==> src/pkg/pol_pkg.sv <==
package pol_pkg;

	// ****************************************
	// Object indices
	// ****************************************
	localparam logic [15:0] POL_IDX_OPTION    = 16'h60F2;
	localparam logic [15:0] POL_IDX_FOLLOW    = 16'h60F4;
	localparam logic [15:0] POL_IDX_INPUTS    = 16'h60FD;

	// ****************************************
	// Option word layout and reset
	// ****************************************
	localparam int          POL_REL_LSB       = 0;
	localparam int          POL_REL_MSB       = 1;
	localparam int          POL_HSK_LSB       = 4;
	localparam int          POL_HSK_MSB       = 5;
	localparam int          POL_ROT_LSB       = 6;
	localparam int          POL_ROT_MSB       = 7;
	localparam logic [15:0] POL_OPTION_MASK   = 16'h00F3;
	localparam logic [15:0] POL_OPTION_RESET  = 16'h0001;
	localparam logic [31:0] POL_FOLLOW_RESET  = 32'h00000000;
	localparam logic [31:0] POL_INPUTS_RESET  = 32'h00000000;

	// ****************************************
	// Control and status word bits
	// ****************************************
	localparam int          POL_CW_NEW_SP     = 5;
	localparam int          POL_CW_RELATIVE   = 6;
	localparam int          POL_SW_SP_ACK     = 12;

	// ****************************************
	// Input word layout
	// ****************************************
	localparam int          POL_IN_NEG_END    = 0;
	localparam int          POL_IN_POS_END    = 1;
	localparam int          POL_IN_HOMING     = 2;
	localparam int          POL_IN_GEN_LSB    = 16;
	localparam int          POL_GEN_COUNT     = 8;

	// ****************************************
	// Field codes
	// ****************************************
	typedef enum logic [1:0] {
		POL_REL_PREV_TARGET = 2'h0,
		POL_REL_RAMP        = 2'h1,
		POL_REL_ACTUAL      = 2'h2,
		POL_REL_RESERVED    = 2'h3
	} pol_rel_t;

	typedef enum logic [1:0] {
		POL_HSK_MASTER      = 2'h0,
		POL_HSK_ON_REACHED  = 2'h1,
		POL_HSK_ASAP        = 2'h2,
		POL_HSK_RESERVED    = 2'h3
	} pol_hsk_t;

	typedef enum logic [1:0] {
		POL_ROT_LINEAR      = 2'h0,
		POL_ROT_NEGATIVE    = 2'h1,
		POL_ROT_POSITIVE    = 2'h2,
		POL_ROT_SHORTEST    = 2'h3
	} pol_rot_t;

	typedef enum logic [1:0] {
		POL_ST_IDLE         = 2'h0,
		POL_ST_ACKED        = 2'h1,
		POL_ST_RELEASE      = 2'h3
	} pol_state_t;

	// ****************************************
	// Carriers
	// ****************************************
	typedef struct packed {
		logic        valid;
		logic        write;
		logic [15:0] index;
		logic [31:0] wdata;
	} pol_od_req_t;

	typedef struct packed {
		logic signed [31:0] target;
		logic signed [31:0] actual;
		logic signed [31:0] ramp;
		logic signed [31:0] range_min;
		logic signed [31:0] range_max;
		logic               reached;
	} pol_motion_t;

	typedef struct packed {
		logic signed [31:0] abs_target;
		logic signed [31:0] demand;
		logic signed [31:0] distance;
		logic               valid;
	} pol_move_t;

endpackage

==> src/verilog/pol_positioning.sv <==
`timescale 1ns/1ps

module pol_positioning
	import pol_pkg::*;
#(
	parameter int GEN_INPUTS = POL_GEN_COUNT
) (
	input  wire logic                  clock_in,
	input  wire logic                  srst_in,
	input  wire pol_od_req_t           od_req_in,
	output logic                       od_ack_out,
	output logic                       od_err_out,
	output logic [31:0]                od_rdata_out,
	input  wire logic [15:0]           control_word_in,
	input  wire pol_motion_t           motion_in,
	input  wire logic                  negative_end_switch_in,
	input  wire logic                  positive_end_switch_in,
	input  wire logic                  homing_switch_in,
	input  wire logic [GEN_INPUTS-1:0] gen_inputs_in,
	output logic                       nsp_release_out,
	output logic                       setpoint_ack_out,
	output pol_move_t                  move_out
);

	// ****************************************
	// Helpers
	// ****************************************
	// Single fold into the range; a larger excursion is shifted by one span only and can stay outside
	function automatic logic signed [31:0] fold(input logic signed [31:0] pos,
		input logic signed [31:0] lo, input logic signed [31:0] hi);
		logic signed [31:0] span;
		span = hi - lo;
		if (pos >= hi) begin
			fold = pos - span;
		end else if (pos < lo) begin
			fold = pos + span;
		end else begin
			fold = pos;
		end
	endfunction

	// ****************************************
	// Registers
	// ****************************************
	logic [15:0]        option_ff;
	logic [15:0]        nxt_option;
	logic [31:0]        follow_ff;
	logic [31:0]        nxt_follow;
	logic [31:0]        inputs_ff;
	logic [31:0]        nxt_inputs;
	pol_state_t         state_ff;
	pol_state_t         nxt_state;
	logic signed [31:0] prev_target_ff;
	logic signed [31:0] nxt_prev_target;
	pol_move_t          move_ff;
	pol_move_t          nxt_move;

	pol_rel_t           rel_code;
	pol_hsk_t           hsk_code;
	pol_rot_t           rot_code;
	logic               nsp;
	logic               hit_option;
	logic               hit_follow;
	logic               hit_inputs;

	assign nsp = control_word_in[POL_CW_NEW_SP];

	// ****************************************
	// Field decode
	// ****************************************
	always_comb begin
		rel_code = pol_rel_t'(option_ff[POL_REL_MSB:POL_REL_LSB]);
		hsk_code = pol_hsk_t'(option_ff[POL_HSK_MSB:POL_HSK_LSB]);
		rot_code = pol_rot_t'(option_ff[POL_ROT_MSB:POL_ROT_LSB]);
		if (rel_code == POL_REL_RESERVED) begin
			rel_code = POL_REL_PREV_TARGET;
		end
		if (hsk_code == POL_HSK_RESERVED) begin
			hsk_code = POL_HSK_MASTER;
		end
	end

	// ****************************************
	// Object access
	// ****************************************
	assign hit_option = (od_req_in.index == POL_IDX_OPTION);
	assign hit_follow = (od_req_in.index == POL_IDX_FOLLOW);
	assign hit_inputs = (od_req_in.index == POL_IDX_INPUTS);

	always_comb begin
		od_ack_out   = od_req_in.valid;
		od_err_out   = 1'b0;
		od_rdata_out = 32'h00000000;
		if (od_req_in.valid) begin
			if (hit_option) begin
				od_rdata_out = {16'h0000, option_ff};
			end else if (hit_follow) begin
				od_rdata_out = follow_ff;
				od_err_out   = od_req_in.write;
			end else if (hit_inputs) begin
				od_rdata_out = inputs_ff;
				od_err_out   = od_req_in.write;
			end else begin
				od_err_out   = 1'b1;
			end
		end
	end

	always_comb begin
		nxt_option = option_ff;
		if (od_req_in.valid && od_req_in.write && hit_option) begin
			nxt_option = od_req_in.wdata[15:0] & POL_OPTION_MASK;
		end
		nxt_follow = motion_in.ramp - motion_in.actual;
		nxt_inputs = POL_INPUTS_RESET;
		nxt_inputs[POL_IN_NEG_END] = negative_end_switch_in;
		nxt_inputs[POL_IN_POS_END] = positive_end_switch_in;
		nxt_inputs[POL_IN_HOMING]  = homing_switch_in;
		nxt_inputs[POL_IN_GEN_LSB +: GEN_INPUTS] = gen_inputs_in;
	end

	always_ff @(posedge clock_in) begin
		if (srst_in) begin
			option_ff <= POL_OPTION_RESET;
			follow_ff <= POL_FOLLOW_RESET;
			inputs_ff <= POL_INPUTS_RESET;
		end else begin
			option_ff <= nxt_option;
			follow_ff <= nxt_follow;
			inputs_ff <= nxt_inputs;
		end
	end

	// ****************************************
	// Setpoint handshake
	// ****************************************
	// A new setpoint is taken only from idle, so a held bit never retriggers
	always_comb begin
		nxt_state = state_ff;
		unique case (state_ff)
			POL_ST_IDLE: begin
				if (nsp) begin
					nxt_state = POL_ST_ACKED;
				end
			end
			POL_ST_ACKED: begin
				unique case (hsk_code)
					POL_HSK_ON_REACHED: begin
						if (motion_in.reached) begin
							nxt_state = POL_ST_RELEASE;
						end
					end
					POL_HSK_ASAP: begin
						nxt_state = POL_ST_RELEASE;
					end
					default: begin
						if (!nsp) begin
							nxt_state = POL_ST_IDLE;
						end
					end
				endcase
			end
			POL_ST_RELEASE: begin
				if (!nsp) begin
					nxt_state = POL_ST_IDLE;
				end
			end
			default: begin
				nxt_state = POL_ST_IDLE;
			end
		endcase
	end

	// Acknowledge drops only after the release has been seen on bit 5
	assign nsp_release_out  = (state_ff == POL_ST_RELEASE);
	assign setpoint_ack_out = (state_ff == POL_ST_ACKED) || (state_ff == POL_ST_RELEASE);

	// ****************************************
	// Target and path
	// ****************************************
	always_comb begin
		logic signed [31:0] base;
		logic signed [31:0] abs_t;
		logic signed [31:0] tgt;
		logic signed [31:0] diff;
		logic signed [31:0] span;
		base = 32'h00000000;
		abs_t = 32'h00000000;
		tgt = 32'h00000000;
		diff = 32'h00000000;
		span = motion_in.range_max - motion_in.range_min;
		nxt_prev_target = prev_target_ff;
		nxt_move = move_ff;
		nxt_move.valid = 1'b0;
		if ((state_ff == POL_ST_IDLE) && nsp) begin
			unique case (rel_code)
				POL_REL_RAMP: base = motion_in.ramp;
				POL_REL_ACTUAL: base = motion_in.actual;
				default: base = prev_target_ff;
			endcase
			if (control_word_in[POL_CW_RELATIVE]) begin
				abs_t = base + motion_in.target;
			end else begin
				abs_t = motion_in.target;
			end
			nxt_prev_target = abs_t;
			if (rot_code == POL_ROT_LINEAR) begin
				tgt = fold(abs_t, motion_in.range_min, motion_in.range_max);
				diff = abs_t - motion_in.actual;
			end else begin
				tgt = fold(abs_t, motion_in.range_min, motion_in.range_max);
				diff = tgt - motion_in.actual;
				unique case (rot_code)
					POL_ROT_NEGATIVE: begin
						if (diff > 0) begin
							diff = diff - span;
						end
					end
					POL_ROT_POSITIVE: begin
						if (diff < 0) begin
							diff = diff + span;
						end
					end
					default: begin
						if (diff < 0) begin
							diff = diff + span;
						end
						if ((diff <<< 1) >= span) begin
							diff = diff - span;
						end
					end
				endcase
			end
			nxt_move.abs_target = abs_t;
			nxt_move.demand = tgt;
			nxt_move.distance = diff;
			nxt_move.valid = 1'b1;
		end
	end

	always_ff @(posedge clock_in) begin
		if (srst_in) begin
			state_ff <= POL_ST_IDLE;
			prev_target_ff <= 32'sh00000000;
			move_ff <= '0;
		end else begin
			state_ff <= nxt_state;
			prev_target_ff <= nxt_prev_target;
			move_ff <= nxt_move;
		end
	end

	assign move_out = move_ff;

endmodule

==> config.mk <==
export PLATFORM = sky130hd
export DESIGN_NAME = pol_positioning
export DESIGN_NICKNAME = d
export VERILOG_FILES = /design/src/pkg/pol_pkg.sv /design/src/verilog/pol_positioning.sv
export SDC_FILE = /design/constraint.sdc
export NUM_CORES = 1
export LEC_CHECK = 0
export BUFFER_PORTS_ARGS = -buffer_cell sky130_fd_sc_hd__buf_2
export CAP_MARGIN = 20
export CORE_ASPECT_RATIO = 1.2
export CORE_UTILIZATION = 55
export CTS_CLUSTER_DIAMETER = 40
export DETAILED_ROUTE_END_ITERATION = 10
export GPL_TIMING_DRIVEN = 1
export PLACE_DENSITY = 0.76
export SKIP_CTS_REPAIR_TIMING = 1
export SLEW_MARGIN = 20
export SYNTH_ARGS = -nofsm -noshare
export SYNTH_HDL_FRONTEND = slang
export SYNTH_SLANG_ARGS = --single-unit
==> constraint.sdc <==
create_clock -name clock_in -period 24.2 [get_ports clock_in]
set_input_delay 1.21 -clock clock_in [delete_from_list [all_inputs] [get_ports clock_in]]
set_output_delay 1.21 -clock clock_in [all_outputs]
set_load 0.02 [all_outputs]
=== Yosys cells after proc, flatten, opt, wreduce, memory -nomap -nowiden ===
Cells that the tools add are included.

* Mux-type cells: 33
* Reduce and logical (&&, ||, !) cells: 8
* Eq/ne operators: 15
* Order comparisons: 5
* Add/subtract/negate cells: 10

{| class="wikitable"
|+ Operators by type and width
! kind !! count
|-
| two-way mux 32 bit || 19
|-
| subtractor 32 bit || 7
|-
| one-hot mux 32 bit (2 select lines) || 2
|-
| adder 32 bit || 3
|-
| >= comparator 32 bit || 2
|-
| equality test 16 x 15 -> 1 bit, second input constant || 3
|-
| > comparator 32 x 1 -> 1 bit, second input constant || 1
|-
| less-than comparator 32 x 1 -> 1 bit, second input constant || 1
|-
| less-than comparator 32 bit || 1
|-
| equality test 2 bit, second input constant || 6
|-
| two-way mux 2 bit || 5
|-
| equality test 2 x 1 -> 1 bit, second input constant || 4
|-
| one-hot mux 2 bit (3 select lines) || 1
|-
| two-way mux 1 bit || 5
|-
| zero test 2 bit || 2
|-
| one-hot mux 2 bit (2 select lines) || 1
|-
| logical AND 1 bit || 3
|-
| != test 3 bit, second input constant || 1
|-
| != test 2 bit, second input constant || 1
|-
| AND reduction 2 bit || 1
|-
| OR reduction 2 bit || 1
|-
| logical OR 1 bit || 1
|}

* Output and inout port bits: 133
* Logic and storage cells: 80
* Bits in registers: 169
* Input port bits: 240

=== Depth between registers and ports, before layout ===
Gate-level depths: netlist of run 1.

* Word-level depth: 23
* Mapped depth: 70
* Mapped depth without buffers: 63

=== Worst setup path after synthesis of run 1 ===
Ideal clock, no wire load.

* Path type: input to register
* Start point: input motion_in[97] (netlist name)
* End point: register move_ff (netlist bit move_out[31])
* Data required time: 24,078 ps
* Cell stages on the path: 57
* Buffers on the path: 4
* Library setup time: 122 ps
* Data arrival time: 12,819 ps
* Slack: 11,260 ps
* Cells stage by stage: a22oi_1 -> o21ai_0 -> ha_1 -> fa_1 -> a21oi_1 -> o21ai_0 -> a2111oi_0 -> o21ba_2 -> o22a_1 -> a31o_2 -> o211ai_1 -> nor4_1 -> o31ai_1 -> xor2_1 -> mux2_2 -> ha_1 -> and4_1 -> nand4_1 -> (+21 left out) -> o21ai_0 -> a21o_1 -> a21o_1 -> a21oi_1 -> xnor2_1 -> mux2_2 -> ha_1 -> nand2_1 -> or4_1 -> o221a_2 -> o31ai_1 -> a221o_1 -> a41oi_1 -> a21oi_1 -> a311oi_1 -> xor2_1 -> nor2_1 -> o311a_1

* Word-level cells in the longest chain between the ends: 20
* Elaborated cells on any way between the ends: 29
* Those cells by class: add/sub (8); order compare (5); mux (16)

{| class="wikitable"
|+ RTL lines
! what !! RTL line !! RTL
|-
| from (decl) || pol_positioning.sv:15 || <nowiki>input wire pol_motion_t motion_in,</nowiki>
|-
| one-hot mux 32 bit (2 select lines) || pol_positioning.sv:196 || <nowiki>unique case (rel_code)</nowiki>
|-
| two-way mux 32 bit || pol_positioning.sv:195 || <nowiki>if ((state_ff == POL_ST_IDLE) && nsp) begin</nowiki>
|-
| adder 32 bit || pol_positioning.sv:202 || <nowiki>abs_t = base + motion_in.target;</nowiki>
|-
| two-way mux 32 bit || pol_positioning.sv:201 || <nowiki>if (control_word_in[POL_CW_RELATIVE]) begin</nowiki>
|-
| two-way mux 32 bit || pol_positioning.sv:195 ||
|-
| adder 32 bit / less-than comparator 32 bit (equally long branches) || pol_positioning.sv:36, pol_positioning.sv:35 ||
|-
| two-way mux 32 bit || pol_positioning.sv:35 || <nowiki>end else if (pos < lo) begin</nowiki>
|-
| two-way mux 32 bit || pol_positioning.sv:33 || <nowiki>if (pos >= hi) begin</nowiki>
|-
| (+4 left out) || - ||
|-
| two-way mux 32 bit || pol_positioning.sv:220, pol_positioning.sv:225 ||
|-
| two-way mux 32 bit || pol_positioning.sv:213 || <nowiki>unique case (rot_code)</nowiki>
|-
| two-way mux 32 bit || pol_positioning.sv:207 || <nowiki>if (rot_code == POL_ROT_LINEAR) begin</nowiki>
|-
| two-way mux 32 bit || pol_positioning.sv:195 ||
|-
| subtractor 32 bit / >= comparator 32 bit (equally long branches) || pol_positioning.sv:229, pol_positioning.sv:228 ||
|-
| two-way mux 32 bit || pol_positioning.sv:228 || <nowiki>if ((diff <<< 1) >= span) begin</nowiki>
|-
| one-hot mux 32 bit (2 select lines) || pol_positioning.sv:213 ||
|-
| two-way mux 32 bit (*) || pol_positioning.sv:207 ||
|-
| to (signal assigned) || pol_positioning.sv:249 || <nowiki>move_ff <= nxt_move;</nowiki>
|-
| to (decl) || pol_positioning.sv:55 || <nowiki>pol_move_t move_ff;</nowiki>
|}

Mark *: on every way between the ends. The rest lies on a longest branch, timed or not. The select of a mux whose other input is x is not followed.
A chain may end at the register's enable or synchronous reset.

=== Worst setup path in the final report of run 1 ===
* Start point: register option_ff[0]
* End point: register move_ff (netlist bit move_out[8])

* Word-level cells in the longest chain between the ends: 23
* Elaborated cells on any way between the ends: 33
* Those cells by class: add/sub (8); order compare (5); eq/ne (3); mux (17)

{| class="wikitable"
|+ RTL lines
! what !! RTL line !! RTL
|-
| from (decl) || pol_positioning.sv:45 || <nowiki>logic [15:0] option_ff;</nowiki>
|-
| from (signal assigned) || pol_positioning.sv:128 || <nowiki>option_ff <= nxt_option;</nowiki>
|-
| equality test 2 bit || pol_positioning.sv:75 || <nowiki>if (rel_code == POL_REL_RESERVED) begin</nowiki>
|-
| two-way mux 2 bit (*) || pol_positioning.sv:75 ||
|-
| equality test 2 bit / equality test 2 x 1 -> 1 bit (equally long branches) || pol_positioning.sv:196 ||
|-
| one-hot mux 32 bit (2 select lines) (*) || pol_positioning.sv:196 ||
|-
| two-way mux 32 bit (*) || pol_positioning.sv:195 ||
|-
| adder 32 bit (*) || pol_positioning.sv:202 ||
|-
| two-way mux 32 bit (*) || pol_positioning.sv:201 ||
|-
| two-way mux 32 bit (*) || pol_positioning.sv:195 ||
|-
| (+7 left out) || - ||
|-
| two-way mux 32 bit || pol_positioning.sv:220, pol_positioning.sv:225 ||
|-
| two-way mux 32 bit || pol_positioning.sv:213 ||
|-
| two-way mux 32 bit || pol_positioning.sv:207 ||
|-
| two-way mux 32 bit || pol_positioning.sv:195 ||
|-
| subtractor 32 bit / >= comparator 32 bit (equally long branches) || pol_positioning.sv:229, pol_positioning.sv:228 ||
|-
| two-way mux 32 bit || pol_positioning.sv:228 ||
|-
| one-hot mux 32 bit (2 select lines) || pol_positioning.sv:213 ||
|-
| two-way mux 32 bit (*) || pol_positioning.sv:207 ||
|}

Marked as above.

==> results of run 1 <==
==> Yosys cell counts (34+ instances only) <==
master / count
a211oi_1: 64
a21o_1: 105
a21oi_1: 350
a22oi_1: 61
a31oi_1: 35
clkbuf_1: 134
dfxtp_1: 148
ha_1: 411
inv_1: 290
mux2i_1: 42
nand2_1: 255
nand2b_1: 42
nand3_1: 58
nor2_1: 327
nor2b_1: 58
nor3_1: 85
o21a_1: 53
o21ai_0: 221
o21bai_1: 61
o22ai_1: 34
xnor2_1: 133
xor2_1: 73
==> layout make-up <==
cell class	count	area [um^2]
diodes	6	15.0
multi-input cells	2989	21200
clock inverters	13	116
clock buffers	19	443
fillers	4529	17600
inverters	291	1090
flip-flops and latches	148	2960
well taps	616	771
repair buffers	368	1950
==> per-stage QoR <==
stage | hold WS, ns | utilization (%) | instance area [um^2] | setup slack [ns]
after floorplan | 0.449 | - | 25900 | 11.26
after global placement | 0.438 | 60.6 | 28000 | 7.94
after detailed placement | 0.443 | 60.6 | 28000 | 7.72
after CTS | 0.453 | 61.8 | 28500 | 7.93
after global routing | 0.466 | 61.8 | 28500 | 6.64
final | 0.451 | 61.8 | 28500 | 7.49
==> layout by cell type, fill, tap and decap left out, drive strengths merged, types with 66 or more instances in the layout <==
cell type	synthesis	routed
a21oi	350	350
a21o	105	105
nor3	86	86
buf	19	368
nand2	255	255
inv	291	298
o21ai	222	222
ha	411	411
a211oi	66	66
xor2	73	73
xnor2	134	134
nor2	328	328
dfxtp	148	148
==> worst reg2reg max path: cells and delay by family, from the launching register on <==
kind,cells,cell delay [ns]
compound gates,30,7.52
buf+inv,6,1.81
simple gates,11,3.90
xor+xnor,2,0.70
flops,1,0.37
fa+ha+maj,6,1.97
mux,1,0.30
==> routing by layer <==
layer | track usage [%] | vias to the layer above | part of all wire (%)
met1 | 49.3 | 13500 | 39
li1 | - | 13600 | -
met2 | 64.5 | 1530 | 44
met4 | 20.9 | 4 | 5.3
met3 | 7.42 | 278 | 11
met5 | 0 | - | 0.030
==> sequential cells by signal (all words and copies together) (netlist names) <==
| name | flops |
|---|---|
| move_out | 97 |
| follow_ff | 32 |
| state_ff | 2 |
| option_ff | 6 |
| inputs_ff | 11 |
==> path summary, 6_finish.rpt <==
path / endpoint / slack (ns) / cells past startpoint
worst max-delay path: move_out[8] / 7.49 / 56
worst max register to register: move_out[8] / 7.49 / 56
worst min register to register: move_out[39] / 0.45 / 2
worst min-delay path: move_out[39] / 0.45 / 2
==> cells by family after synthesis <==
| logic type | count (synthesis) |
|---|---|
| adder cells (fa/ha/maj) | 421 |
| buffers and inverters | 444 |
| AO/OA/AOI/OAI | 1259 |
| XOR/XNOR | 208 |
| AND/OR/NAND/NOR | 1028 |
| flip-flops | 148 |
| multiplexers | 73 |
==> results by group, run 1 <==
Synthesis
  – Area contributors post-synth: ha_1 (20%), dfxtp_1 (11%), a21oi_1 (6.8%)
  – Area share of the largest cell type after synthesis: 19.9%
  – Synth Register Bits: 148
  – Ys flop type: dfxtp_1
  – Post-Synth Simple-Gate Area: 18.9%
  – Synth Instances: 3581
  – Post-synth cell types: 97
  – Synth Area in Adders: 20.7%
  – Synth Area in Compound Gates: 32.2%
  – Post-Synth XOR/XNOR Area: 7.13%
  – Multiplexer share of the synthesized area: 2.98%
  – Netlist Area Pre-Place: 25900 um^2
  – Largest family of logic cells by synthesized area: compound AO/OA/AOI/OAI gates
  – Mapped Avg Cell Area: 7.22 um^2
  – FFs w/ async S/R, synth: 0%
  – Area leader, netlist: ha_1
  – Synth warn: 0
  – Post-synth EDFFs: 0
  – Seq/Total Area, Yosys: 11.5%
  – Syn Nets: 4242

STA
  – Setup violations, final: 0
  – Tmin final: 16.71 ns
  – Setup Skew: 0.0219 ns
  – Count of pins over their slew limit: 0
  – Final Hold Fails: 0
  – Max_slew headroom: 24.2%
  – RSZ-0062 raised after global routing: false
  – Worst Tran Pin Value: 1.12 ns
  – Fmax achieved: 59.8 MHz
  – Final period util: 69.0%
  – Setup TNS: 0 ns

Outcome
  – Status: completed

Critical path
  – Crit path DAT: 17.04 ns
  – Slowest stage delay, CP: 0.84 ns
  – Critical path's slowest cell: o31ai_1
  – Worst setup SP type: flip-flop
  – Crit path from: option_ff[0]
  – Delay-heaviest family, CP: compound AO/OA/AOI/OAI gates
  – CP dominant cell by count: a21o_1
  – Worst Path Buf+Inv: 6
  – FF-to-FF Start: option_ff[0]
  – WP data required: 24.53 ns
  – CP Class: reg2reg
  – Worst Path Max Fanout: 65
  – Critical Path Sink Type: flip-flop

Final layout
  – Post-layout net count: 4476
  – P&R area growth vs syn: 10.4%
  – Final Non-Filler Cells: 4450
  – Layout cell share with drive strength beyond 1: 13.0%

Detailed routing
  – DR pass1 iterations: 6
  – Via count of the routed design: 28900
  – Final WL: 97.9 mm
  – Routed WL per cell: 22.0 um
  – Via density per instance: 6.49
  – DR iter-0 viols: 2621
  – Routed Antenna Nets: 0
  – DRC errors left: 0

Clock tree
  – Clk root buf: clkbuf_16
  – TritonCTS clock tree: yes
  – CTS Buf Count: 17
  – Clock sink count: 148
  – H-tree Lvls: 4
  – CTS Buffer Depth: 2
  – Clock Latency Late Sink: 0.47 ns
  – Clk slew on worst S/H paths: 0.08 ns

Min path
  – Hold Crit Start: move_out[39]
  – Hold Crit Class: reg2reg

Run
  – Max cap viols: 0

Die
  – Starting density of the core: 56.0%
  – IO Pins: 373
  – Die H: 240 um
  – DIE WIDTH: 200 um
  – Die area: 47900 um^2
  – Core area: 46200 um^2
  – FP Rows: 86

Place
  – HPWL Detailed: 79.9 mm
  – Gpl congestion: 1.04
  – Number of port buffers: 332
  – Post-Place Cells: 4412

Global route
  – Initial antenna violation count: 8
  – First-pass GRT wire length: 146 mm
  – Largest net degree at the start of global routing: 95
  – Grt ovf: 0
  – GRT Util Overall: 39.7%
  – Vias in the first global route: 26600
Power of run 1 is not shown: default switching activity piles up to over one toggle a cycle in this logic, so the estimate is an artifact.
==> inputs of run 2 (changes only) <==
--- a/config.mk
+++ b/config.mk
@@ -5,6 +5,7 @@
 export SDC_FILE = /design/constraint.sdc
 export NUM_CORES = 1
 export LEC_CHECK = 0
+export ABC_AREA = 1
 export BUFFER_PORTS_ARGS = -buffer_cell sky130_fd_sc_hd__buf_2
 export CAP_MARGIN = 20
 export CORE_ASPECT_RATIO = 1.2
@@ -12,7 +13,7 @@
 export CTS_CLUSTER_DIAMETER = 40
 export DETAILED_ROUTE_END_ITERATION = 10
 export GPL_TIMING_DRIVEN = 1
-export PLACE_DENSITY = 0.76
+export PLACE_DENSITY = 0.79
 export SKIP_CTS_REPAIR_TIMING = 1
 export SLEW_MARGIN = 20
 export SYNTH_ARGS = -nofsm -noshare
==> constraint.sdc (replaced) <==
create_clock -name clock_in -period 14.5 [get_ports clock_in]
set_input_delay 0.725 -clock clock_in [delete_from_list [all_inputs] [get_ports clock_in]]
set_output_delay 0.725 -clock clock_in [all_outputs]
set_load 0.02 [all_outputs]
==> run 2 against run 1 <==
Compared with the run above:
- global-route usage rose by 0.76 points
- clock-buffer cell count did not move
- sequential share of layout area fell by 0.61 points
- routed wire length rose by 7.8%
- setup slack got worse by 6.5 ns
- clock skew rose by 0.016 ns
- area after synthesis rose by 6.3%
- non-clock buffer count rose by 19
- register-to-register slack got worse by 6.5 ns
- critical endpoint is now move_out[21]
- largest cell class unchanged
==> results by group, run 2 <==
Synthesis
  – Post-synth top cells: nand2_1 (1019), inv_1 (704), a21oi_1 (544) (was ha_1 (411), a21oi_1 (350), nor2_1 (327))
  – Syn Nets: 5231 (was 4242)
  – Synth Instances: 4570 (was 3581)
  – Multiplexer share of the synthesized area: 0% (was 2.98%)
  – Synth Register Bits: 148 (unchanged)
  – Post-Synth XOR/XNOR Area: 5.86% (was 7.13%)
  – Synth warn: 0 (unchanged)
  – Mapped Avg Cell Area: 6.02 um^2 (was 7.22 um^2)
  – Largest family of logic cells by synthesized area: simple AND/OR/NAND/NOR gates (was compound AO/OA/AOI/OAI gates)
  – Post-synth cell types: 64 (was 97)
  – Most numerous cell in the Yosys netlist: nand2_1 (was ha_1)
  – Synth Area in Compound Gates: 25.6% (was 32.2%)
  – Netlist Area Pre-Place: 27500 um^2 (was 25900 um^2)
  – Synth Area in Adders: 19.4% (was 20.7%)
  – Area leader, netlist: ha_1 (unchanged)
  – Post-synth EDFFs: 0 (unchanged)
  – Ys flop type: dfxtp_1 (unchanged)
  – Area contributors post-synth: ha_1 (19%), nand2_1 (14%), dfxtp_1 (11%) (was ha_1 (20%), dfxtp_1 (11%), a21oi_1 (6.8%))
  – Area share of the largest cell type after synthesis: 18.7% (was 19.9%)
  – Post-Synth Simple-Gate Area: 26.1% (was 18.9%)
  – FFs w/ async S/R, synth: 0% (unchanged)
  – Seq/Total Area, Yosys: 10.8% (was 11.5%)

Final layout
  – P&R area growth vs syn: 10.3% (was 10.4%)
  – Commonest cells after routing, fill and taps aside: nand2_1 (1018), inv_1 (702), a21oi_1 (544), ha_1 (410), nor2_1 (351) (was ha_1 (410), a21oi_1 (350), buf_2 (331), nor2_1 (327), inv_1 (290))
  – Fillcell total: 4981 (was 4529)
  – Most common cell after layout, fill and taps aside: nand2_1 (was ha_1)
  – Multi-input combinational cell area: 21200 um^2 (about the same)
  – Register area: 2960 um^2 (unchanged)
  – Largest register FFs: 97 (unchanged)
  – Post-layout net count: 5489 (was 4476)
  – Layout cell share with drive strength beyond 1: 10.7% (was 13.0%)

Clock tree
  – Clk root buf: clkbuf_16 (unchanged)
  – CTS Buffer Depth: 2 (unchanged)
  – TritonCTS clock tree: yes (unchanged)
  – CTS Buf Count: 17 (unchanged)
  – Clk slew on worst S/H paths: 0.07 ns (was 0.08 ns)
  – Clock Latency Late Sink: 0.52 ns (was 0.47 ns)
  – Clock sink count: 148 (unchanged)
  – H-tree Lvls: 4 (unchanged)

STA
  – Max_slew headroom: 23.7% (was 24.2%)
  – Setup Skew: 0.0375 ns (was 0.0219 ns)
  – Final Hold Fails: 0 (unchanged)
  – Final period util: 93.4% (was 69.0%)
  – Worst Tran Pin Value: 1.14 ns (was 1.12 ns)
  – RSZ-0062 raised after global routing: false (unchanged)
  – Count of pins over their slew limit: 0 (unchanged)
  – Tmin final: 13.54 ns (was 16.71 ns)
  – Fmax achieved: 73.8 MHz (was 59.8 MHz)
  – Setup violations, final: 0 (unchanged)
  – Setup TNS: 0 ns (unchanged)

Global route
  – GRT Util Overall: 40.4% (was 39.7%)
  – First-pass GRT wire length: 158 mm (was 146 mm)
  – Initial antenna violation count: 6 (was 8)
  – Largest net degree at the start of global routing: 84 (was 95)
  – Grt ovf: 0 (unchanged)
  – Vias in the first global route: 28300 (was 26600)

Place
  – Number of port buffers: 332 (unchanged)
  – HPWL Detailed: 87.3 mm (was 79.9 mm)
  – Gpl congestion: 1.06 (was 1.04)

Die
  – Die H: 247 um (was 240 um)
  – IO Pins: 373 (unchanged)
  – Die area: 50900 um^2 (was 47900 um^2)
  – FP Rows: 89 (was 86)
  – DIE WIDTH: 206 um (was 200 um)
  – Starting density of the core: 55.9% (was 56.0%)
  – Core area: 49200 um^2 (was 46200 um^2)

Critical path
  – Worst Path Max Fanout: 32 (was 65)
  – Crit path DAT: 13.93 ns (was 17.04 ns)
  – WP data required: 14.89 ns (was 24.53 ns)
  – CP dominant cell by count: nand2_1 (was a21o_1)
  – Critical Path Sink Type: flip-flop (unchanged)
  – CP Class: reg2reg (unchanged)
  – Critical path's slowest cell: a31oi_1 (was o31ai_1)
  – Worst setup SP type: flip-flop (unchanged)
  – Slowest stage delay, CP: 0.81 ns (was 0.84 ns)

Run
  – Max cap viols: 0 (unchanged)

Detailed routing
  – Via count of the routed design: 31800 (was 28900)
  – DR pass1 iterations: 7 (was 6)
  – Routed Antenna Nets: 0 (unchanged)
  – Routed WL per cell: 19.2 um (was 22.0 um)
  – DR iter-0 viols: 2826 (was 2621)
  – Final WL: 106 mm (was 97.9 mm)
  – DRC errors left: 0 (unchanged)
  – Via density per instance: 5.80 (was 6.49)

Min path
  – Hold Crit Class: in2reg (was reg2reg)

Outcome
  – Status: completed (unchanged)
## run 2: changes by cell type after synthesis, moves of 62 or more
cell     before   now
a21oi_1     350   544
inv_1       290   704
nand3_1      58   193
xor2_1       73   135
o21ai_0     221   335
a21o_1      105    15
nand2_1     255  1019
xnor2_1     133    49
## run 2: final timing paths
check	slack, ns	startpoint	depth (start not counted)	to
min	0.43	gen_inputs_in[0]	3	inputs_ff[16]
max reg2reg	0.96	option_ff[0]	68	move_out[21]
min reg2reg	0.46	move_out[2]	2	move_out[2]
max	0.96	option_ff[0]	68	move_out[21]
## run 2: cell families (layout without fill, tap and decap cells)
| family | count (synthesis) | after routing |
|---|---|---|
| other | 0 | 7 |
| AO/OA/AOI/OAI | 1226 | 1226 |
| adder cells (fa/ha/maj) | 421 | 421 |
| flip-flops | 148 | 148 |
| XOR/XNOR | 184 | 184 |
| buffers and inverters | 866 | 1137 |
| AND/OR/NAND/NOR | 1725 | 1725 |
## run 2: final cells by class
| cell class | instances | share of cell area (%) |
|---|---|---|
| Multi-Input combinational cell | 3556 | 69.9 |
| Clock inverter | 13 | 0.379 |
| Timing Repair inverter | 1 | 0.0165 |
| Inverter | 717 | 8.89 |
| Tap cell | 637 | 2.63 |
| Sequential cell | 148 | 9.77 |
| Antenna cell | 7 | 0.0577 |
| Clock buffer | 19 | 1.49 |
| Timing Repair Buffer | 387 | 6.84 |
## run 2: worst max-delay path, delay by kind of cell (launching register included)
kind	cells	cell delay (ns)
xor gates and xnor gates	1	0.17
buffers and inverters	12	2.01
and+or+nand+nor	39	6.22
DFF	1	0.33
adders and majority gates	6	2.21
AOI/OAI and AO/OA	10	2.48
## run 2: per-layer routing
layer	vias up	track usage (%)	wire, um	part of all wire, %
li1	15700	-	-	-
met3	388	6.50	8150	7.7
met2	1507	63.3	45800	43
met4	2	32.7	9850	9.3
met5	-	0	12	0.011
met1	14200	48.7	41700	40
## run 2: stage by stage
| stage | utilization (%) | setup WS (ns) | hold slack, ns | cells | instance area (um^2) |
|---|---|---|---|---|---|
| 2_1_floorplan | - | 4.01 | 0.453 | 4570 | 27500 |
| 3_3_place_gp | 60.4 | 1.33 | 0.450 | 5445 | 29700 |
| 3_5_place_dp | 60.4 | 1.14 | 0.452 | 5445 | 29700 |
| 4_1_cts | 61.5 | 0.976 | 0.422 | 5477 | 30300 |
| 5_1_grt | 61.6 | 0.0492 | 0.440 | 5481 | 30300 |
| 6_report | 61.6 | 0.956 | 0.432 | 5485 | 30300 |
Power of run 2 is left out for the same reason.
